$ cat config.mk
export PLATFORM = sky130hd
export DESIGN_NAME = tsr_regs
export DESIGN_NICKNAME = d
export VERILOG_FILES = /design/src/tsr_regs.v
export VERILOG_INCLUDE_DIRS = /design/src
export SDC_FILE = /design/constraint.sdc
export NUM_CORES = 1
export LEC_CHECK = 0
export ABC_AREA = 0
export BUFFER_PORTS_ARGS = -buffer_cell sky130_fd_sc_hd__buf_2
export CAP_MARGIN = 0
export CORE_MARGIN = 8
export CORE_UTILIZATION = 46
export DETAILED_ROUTE_END_ITERATION = 8
export PLACE_DENSITY = 0.77
export REMOVE_ABC_BUFFERS = 1
export SETUP_SLACK_MARGIN = 0.05
export SKIP_LAST_GASP = 1
export SLEW_MARGIN = 20
export SYNTH_ARGS = -nofsm -noshare
export SYNTH_HDL_FRONTEND = slang
export SYNTH_SLANG_ARGS = --single-unit
$ cat constraint.sdc
create_clock -name i_mclk -period 1.9 [get_ports i_mclk]
set_input_delay 0.38 -clock i_mclk [delete_from_list [all_inputs] [get_ports i_mclk]]
set_output_delay 0.38 -clock i_mclk [all_outputs]
set_load 0.005 [all_outputs]
$ cat src/tsr_defs.vh
// constants for the thermal sensor register set
`ifndef TSR_DEFS_VH
`define TSR_DEFS_VH
`define TSR_CMD_TEMP      8'h00
`define TSR_CMD_CFG       8'h01
`define TSR_CFG_STBY_BIT  7
`define TSR_CFG_RDY_BIT   6
`define TSR_CFG_WMASK     8'h80
`define TSR_RST_VAL       8'h00
`define TSR_TEMP_MAX      8'h7F
`define TSR_TEMP_MIN      8'h80
`define TSR_ADDR_DEFAULT  7'h4D
`define TSR_ADDR_BASE     7'h48
`endif

$ cat src/tsr_regs.v
// register set of the serial thermal sensor
//
// Operation
// - temperature is 8-bit two's complement, bit7 sign
// - zero degrees reads as all-zero byte
// - one count equals one degree Celsius
// - round toward minus infinity, saturate at +127
// - every visible register is eight bits
// - both registers reset zero; temperature read-only
// - new result loads when conversion-done rises
// - fixed 7-bit address within 1001xxx, default 1001101
// - done flag cleared at reset and standby
// - reading refreshes after each conversion automatically, except in standby
`timescale 1ns/10ps
`default_nettype none
`include "tsr_defs.vh"
module tsr_regs #(
	parameter [2:0] ADDR_SEL = 3'h5,
	parameter       TEMP_W   = 12
) (
	input  wire              i_mclk,
	input  wire              i_reset,
	input  wire [TEMP_W-1:0] i_conv_temp,
	input  wire              i_conv_done,
	input  wire [6:0]        i_bus_addr,
	input  wire              i_addr_valid,
	input  wire [7:0]        i_cmd,
	input  wire              i_wr,
	input  wire [7:0]        i_wdata,
	input  wire              i_rd,
	input  wire              i_rd_busy,
	output wire              o_addr_match,
	output reg  [7:0]        o_rdata,
	output wire              o_standby
);
	// converter gives signed degrees with 4 fraction bits
	reg  [7:0] temp_q;
	reg  [7:0] temp_d;
	reg  [7:0] pend_q;
	reg  [7:0] pend_d;
	reg        pend_v_q;
	reg        pend_v_d;
	reg        stby_q;
	reg        stby_d;
	reg        rdy_q;
	reg        rdy_d;
	reg        done_q;
	reg  [7:0] rdata_d;
	wire [6:0] own_addr;
	wire [7:0] cfg_rd;
	wire [7:0] new_code;
	wire       done_rise;
	wire       cfg_wr;
	wire       stby_wr;
	wire       rd_hit;

	function is_cmd;
		input [7:0] cmd;
		input [7:0] code;
		begin
			is_cmd = (cmd == code);
		end
	endfunction

	function [7:0] to_code;
		input [TEMP_W-1:0] t;
		reg   [TEMP_W-5:0] whole;
		begin
			// dropping the fraction of a signed value floors it
			whole = t[TEMP_W-1:4];
			if (!whole[TEMP_W-5] && (|whole[TEMP_W-5:7]))
				to_code = `TSR_TEMP_MAX;
			else if (whole[TEMP_W-5] && !(&whole[TEMP_W-5:7]))
				to_code = `TSR_TEMP_MIN;
			else
				to_code = whole[7:0];
		end
	endfunction

	function [7:0] rd_mux;
		input [7:0] cmd;
		input [7:0] temp;
		input [7:0] cfg;
		begin
			if (is_cmd(cmd, `TSR_CMD_TEMP))
				rd_mux = temp;
			else if (is_cmd(cmd, `TSR_CMD_CFG))
				rd_mux = cfg;
			else
				// unmapped commands read back zero
				rd_mux = `TSR_RST_VAL;
		end
	endfunction

	assign own_addr     = `TSR_ADDR_BASE | {4'h0, ADDR_SEL};
	assign o_addr_match = i_addr_valid && (i_bus_addr == own_addr);
	assign o_standby    = stby_q;
	// edges are ignored in standby so no stale result lands
	assign done_rise    = i_conv_done && !done_q && !stby_q;
	assign new_code     = to_code(i_conv_temp);
	assign cfg_wr       = i_wr && o_addr_match && is_cmd(i_cmd, `TSR_CMD_CFG);
	assign stby_wr      = cfg_wr && i_wdata[`TSR_CFG_STBY_BIT];
	assign rd_hit       = i_rd && o_addr_match;
	assign cfg_rd       = {stby_q, rdy_q, 6'h00};

	// only the standby bit is writable
	always @*
	begin
		stby_d = stby_q;
		if (cfg_wr)
			stby_d = i_wdata[`TSR_CFG_STBY_BIT];
	end

	// standby clear beats a done edge in the same cycle
	always @*
	begin
		rdy_d = rdy_q;
		if (stby_wr || stby_q)
			rdy_d = 1'b0;
		else if (done_rise)
			rdy_d = 1'b1;
	end

	// a result landing mid-read is parked until the read ends
	always @*
	begin
		temp_d   = temp_q;
		pend_d   = pend_q;
		pend_v_d = pend_v_q;
		if (done_rise && i_rd_busy)
		begin
			pend_d   = new_code;
			pend_v_d = 1'b1;
		end
		else if (done_rise)
		begin
			// newer result drops any parked one
			temp_d   = new_code;
			pend_v_d = 1'b0;
		end
		else if (pend_v_q && !i_rd_busy)
		begin
			temp_d   = pend_q;
			pend_v_d = 1'b0;
		end
	end

	always @*
	begin
		rdata_d = o_rdata;
		if (rd_hit)
			rdata_d = rd_mux(i_cmd, temp_q, cfg_rd);
	end

	always @(posedge i_mclk or posedge i_reset)
	begin
		if (i_reset)
			temp_q <= `TSR_RST_VAL;
		else
			temp_q <= temp_d;
	end

	always @(posedge i_mclk or posedge i_reset)
	begin
		if (i_reset)
			pend_q <= `TSR_RST_VAL;
		else
			pend_q <= pend_d;
	end

	always @(posedge i_mclk or posedge i_reset)
	begin
		if (i_reset)
			pend_v_q <= 1'b0;
		else
			pend_v_q <= pend_v_d;
	end

	always @(posedge i_mclk or posedge i_reset)
	begin
		if (i_reset)
			stby_q <= 1'b0;
		else
			stby_q <= stby_d;
	end

	always @(posedge i_mclk or posedge i_reset)
	begin
		if (i_reset)
			rdy_q <= 1'b0;
		else
			rdy_q <= rdy_d;
	end

	// low after reset so a converter already high gives one edge
	always @(posedge i_mclk or posedge i_reset)
	begin
		if (i_reset)
			done_q <= 1'b0;
		else
			done_q <= i_conv_done;
	end

	always @(posedge i_mclk or posedge i_reset)
	begin
		if (i_reset)
			o_rdata <= `TSR_RST_VAL;
		else
			o_rdata <= rdata_d;
	end

endmodule
`default_nettype wire

==> flow_summary.html <==
<table>
<tr><th>Metric</th><th>Value</th></tr>
<tr><th colspan="2">Placement</th></tr>
<tr><td>Cell area reported after detailed placement</td><td>0.001458 mm²</td></tr>
<tr><td>Count of buffers inserted at the top-level ports</td><td>40</td></tr>
<tr><td>Routability-driven placement congestion ratio</td><td>0.7037</td></tr>
<tr><td>Cell count after placement</td><td>179</td></tr>
<tr><td>DP Wirelength</td><td>2066 µm</td></tr>
<tr><th colspan="2">Detailed routing</th></tr>
<tr><td>Drt pass-1 iters</td><td>4</td></tr>
<tr><td>Total vias in the final route</td><td>938</td></tr>
<tr><td>DR vias/cell</td><td>5.126</td></tr>
<tr><td>Total DRC errors in the routed layout</td><td>0</td></tr>
<tr><td>Number of DRC violations after detailed-routing iteration 0</td><td>41</td></tr>
<tr><td>Wire length after detailed routing</td><td>2538 µm</td></tr>
<tr><td>Per-cell routed wire length</td><td>13.87 µm</td></tr>
<tr><td>Count of nets left with antenna violations after detail routing</td><td>0</td></tr>
<tr><th colspan="2">Finish</th></tr>
<tr><td>Utilization after layout</td><td>59.76%</td></tr>
<tr><td>Fin nets</td><td>196</td></tr>
<tr><td>Finished Layout Cells</td><td>183</td></tr>
<tr><td>Count of filler cells inserted in the layout</td><td>220</td></tr>
<tr><td>Share of final-layout standard cells stronger than drive strength 1</td><td>39.22%</td></tr>
<tr><td>Area growth from synthesis to layout</td><td>22.34%</td></tr>
<tr><td>Antenna Cells</td><td>0</td></tr>
<tr><td>Fin area</td><td>0.001494 mm²</td></tr>
<tr><th colspan="2">Clock tree</th></tr>
<tr><td>Maximum count of clock buffers along a single path</td><td>2</td></tr>
<tr><td>Number of CTS-inserted buffers</td><td>3</td></tr>
<tr><td>Level count of the clock H-tree</td><td>1</td></tr>
<tr><td>Clock transition at the registers of the reported paths</td><td>150 ps</td></tr>
<tr><td>CTS Root Buffer Type</td><td>sky130_fd_sc_hd__clkbuf_4</td></tr>
<tr><td>Worst skew pair latency</td><td>330 ps</td></tr>
<tr><td>Number of setup buffers added after CTS</td><td>0</td></tr>
<tr><td>CTS tree</td><td>yes</td></tr>
<tr><td># hold bufs at CTS</td><td>0</td></tr>
<tr><td>Sinks on the clock net</td><td>28</td></tr>
<tr><td>Gates resized, CTS repair</td><td>0</td></tr>
<tr><th colspan="2">STA</th></tr>
<tr><td>Final hold violation count</td><td>0</td></tr>
<tr><td>Worst Hold Margin</td><td>81.81 ps</td></tr>
<tr><td>Unrepaired setup endpoints after global routing</td><td>no</td></tr>
<tr><td>Final setup vio count</td><td>0</td></tr>
<tr><td>Fmax</td><td>626.3 MHz</td></tr>
<tr><td>Transition time of the tightest slew-check pin</td><td>523.3 ps</td></tr>
<tr><td>Final Critical Period</td><td>1597 ps</td></tr>
<tr><td>Relative slew slack</td><td>65.04%</td></tr>
<tr><td>Max-slew violation count</td><td>0</td></tr>
<tr><td>Final Skew</td><td>11.89 ps</td></tr>
<tr><td>Final cycle utilization of the critical path</td><td>84.04%</td></tr>
<tr><th colspan="2">Power and ir drop</th></tr>
<tr><td>Relative contribution of the clock network to total power</td><td>25.4%</td></tr>
<tr><td>Internal Power</td><td>856.0 µW</td></tr>
<tr><td>Share of total power in sequential cells</td><td>61.9%</td></tr>
<tr><td>Power density relative to cell area</td><td>754.7 mW/mm²</td></tr>
<tr><td>Comb power frac</td><td>12.7%</td></tr>
<tr><td>Leakage component of the power</td><td>0.0007022 µW</td></tr>
<tr><td>NetSw</td><td>271.4 µW</td></tr>
<tr><td>Fraction of power spent switching nets</td><td>24.08%</td></tr>
<tr><td>Max VDD drop</td><td>0.0006287 V</td></tr>
<tr><th colspan="2">Yosys</th></tr>
<tr><td>Mapped Area</td><td>0.001221 mm²</td></tr>
<tr><td>Share of synthesized area occupied by flip-flops and latches</td><td>57.38%</td></tr>
<tr><td>Gate count after technology mapping</td><td>112</td></tr>
<tr><td>Ys flop type</td><td>sky130_fd_sc_hd__dfrtp_1</td></tr>
<tr><td>EDFF count, synth</td><td>0</td></tr>
<tr><td>Number of distinct library cell variants in the gate-level netlist after synthesis</td><td>26</td></tr>
<tr><td>Area share of fa/ha/maj cells after synthesis</td><td>0%</td></tr>
<tr><td>Combinational family with the most area after synthesis</td><td>simple AND/OR/NAND/NOR gates</td></tr>
<tr><td>Post-Synth XOR/XNOR Area</td><td>0%</td></tr>
<tr><td>Number of register bits inferred by synthesis</td><td>28</td></tr>
<tr><td>Area fraction in compound gates after synthesis</td><td>15.06%</td></tr>
<tr><td>Post-synthesis async set-or-reset flop share</td><td>100.0%</td></tr>
<tr><td>Yosys synthesis warning count</td><td>0</td></tr>
<tr><td>Ranking of synthesized cells by area</td><td>sky130_fd_sc_hd__dfrtp_1 (57%), sky130_fd_sc_hd__mux2_2 (7.4%), sky130_fd_sc_hd__nand2_1 (7.1%)</td></tr>
<tr><td>Simple-gate share of the synthesized area</td><td>16.09%</td></tr>
<tr><td>Area share of the largest cell type after synthesis</td><td>57.38%</td></tr>
<tr><td>Most area-hungry cell type in the Yosys netlist</td><td>sky130_fd_sc_hd__dfrtp_1</td></tr>
<tr><td>Synthesized area per cell</td><td>10.90 µm²</td></tr>
<tr><td>Portion of netlist area occupied by mux cells</td><td>8.607%</td></tr>
<tr><th colspan="2">GRT</th></tr>
<tr><td>Number of global-route vias before repair</td><td>1,051</td></tr>
<tr><td>Number of antenna violations at the first check in global routing</td><td>0</td></tr>
<tr><td>Total routing usage reported by global routing</td><td>12.35%</td></tr>
<tr><td>Residual overflow from global routing</td><td>0</td></tr>
<tr><td>Largest net degree at the start of global routing</td><td>29</td></tr>
<tr><td>First-pass GRT wire length</td><td>4491 µm</td></tr>
<tr><th colspan="2">Run status</th></tr>
<tr><td>Outcome</td><td>finished clean</td></tr>
<tr><th colspan="2">Floorplan</th></tr>
<tr><td>Core area</td><td>0.002500 mm²</td></tr>
<tr><td>Initial core utilization</td><td>48.85%</td></tr>
<tr><td>Die Outline Area</td><td>0.004560 mm²</td></tr>
<tr><td>Boundary pin count</td><td>52</td></tr>
<tr><td>Number of cell rows</td><td>18</td></tr>
<tr><td>Height of the chip</td><td>67.53 µm</td></tr>
<tr><td>Die outline width</td><td>67.53 µm</td></tr>
<tr><th colspan="2">Critical path</th></tr>
<tr><td>Kind of start point of the critical path</td><td>input pin</td></tr>
<tr><td>Maximum fanout encountered on the critical timing path</td><td>3</td></tr>
<tr><td>Critical Path RT</td><td>1520 ps</td></tr>
<tr><td>Endpoint arrival time on the critical path</td><td>1220 ps</td></tr>
<tr><td>Sort of element at the end of the critical path</td><td>output port</td></tr>
<tr><td>CP Class</td><td>in -&gt; out</td></tr>
<tr><th colspan="2">Hold path</th></tr>
<tr><td>Type of the tightest min-delay check</td><td>in -&gt; async</td></tr>
<tr><th colspan="2">Run</th></tr>
<tr><td>Reported max-cap violation count</td><td>0</td></tr>
</table>
[cells by family (layout without fill, tap and decap cells)]
group | Yosys count | in the layout
AND/OR/NAND/NOR | 36 | 36
flip-flops | 28 | 28
multiplexers | 9 | 9
AO/OA/AOI/OAI | 30 | 30
buffers and inverters | 9 | 50
[cell usage in the layout (no fill, tap or decap), drive strengths merged]
cell     n
or4      3
dfrtp   28
clkbuf   4
nor2     1
nand4b   1
nor4     1
o21ai   16
inv      3
a21oi    1
nand3    1
o21bai   1
or2      1
nor3b    1
nand2b   1
and2     1
buf     43
o21a     1
nand2   23
a22oi   10
a41oi    1
mux2     9
nor3     1
nor2b    1
[critical path, stage by stage]
cell,delay [ps]
sky130_fd_sc_hd__buf_2,100
sky130_fd_sc_hd__or2_1,230
sky130_fd_sc_hd__nor3_1,320
sky130_fd_sc_hd__buf_2,190
[power by group through the flow]
stage / clock, µW / sequential (µW) / combinational, µW
global placement: 0 / 707 / 137
global route: 320 / 706 / 164
detailed placement: 0 / 710 / 146
finish: 286 / 697 / 144
CTS: 294 / 697 / 146
floorplan: 0 / 701 / 87.6
[layout make-up]
type | count | area, µm² | share of cell area (%)
inverter | 3 | 11.26 | 0.7538
multi-input combinational | 75 | 485.5 | 32.50
sequential | 28 | 700.7 | 46.90
tap | 30 | 37.54 | 2.513
clock buffer | 4 | 36.28 | 2.429
timing repair buffer | 43 | 222.7 | 14.91
[cells in the mapped netlist, types with 2 or more instances]
cell type,instances
sky130_fd_sc_hd__inv_1,3
sky130_fd_sc_hd__a22oi_1,10
sky130_fd_sc_hd__or4_1,2
sky130_fd_sc_hd__mux2_2,8
sky130_fd_sc_hd__o21ai_0,14
sky130_fd_sc_hd__clkbuf_1,5
sky130_fd_sc_hd__nand2_1,23
sky130_fd_sc_hd__o21ai_1,2
sky130_fd_sc_hd__dfrtp_1,28
[worst paths after layout]
kind | start | end | slack [ps] | cells past startpoint
worst max-delay path | i_bus_addr[5] | o_addr_match | 300 | 4
worst max register to register | o_standby | pend_q[3] | 310 | 3
worst min-delay path | i_reset | o_rdata[6] | 80 | 3
worst min register to register | o_rdata[4] | o_rdata[4] | 500 | 2
min in group i_mclk | i_conv_done | done_q | 170 | 1
max in group asynchronous | i_reset | pend_v_q | 1550 | 3
[state kept, by name, indices dropped and copies added, names as in the netlist]
name,cells
o_rdata,8
pend_q,8
temp_q,8
done_q,1
o_standby,1
pend_v_q,1
rdy_q,1
[per-stage QoR]
stage	power, µW	setup WS [ps]	TNS, ps
finish	1127	303.2	0
CTS	1138	313.2	0
global route	1190	157.9	0
global placement	844.4	65.40	0
floorplan	788.1	-182.4	-1459
detailed placement	855.6	45.25	0
[metal layers]
layer / up-vias / wire [µm] / track usage, %
met4: 0 / 0 / 1.828
met2: 27 / 1258 / 21.54
met1: 433 / 1117 / 14.96
met5: - / 0 / 0
li1: 478 / - / -
met3: 0 / 162 / 3.642
(Power assumes the default switching activity.)
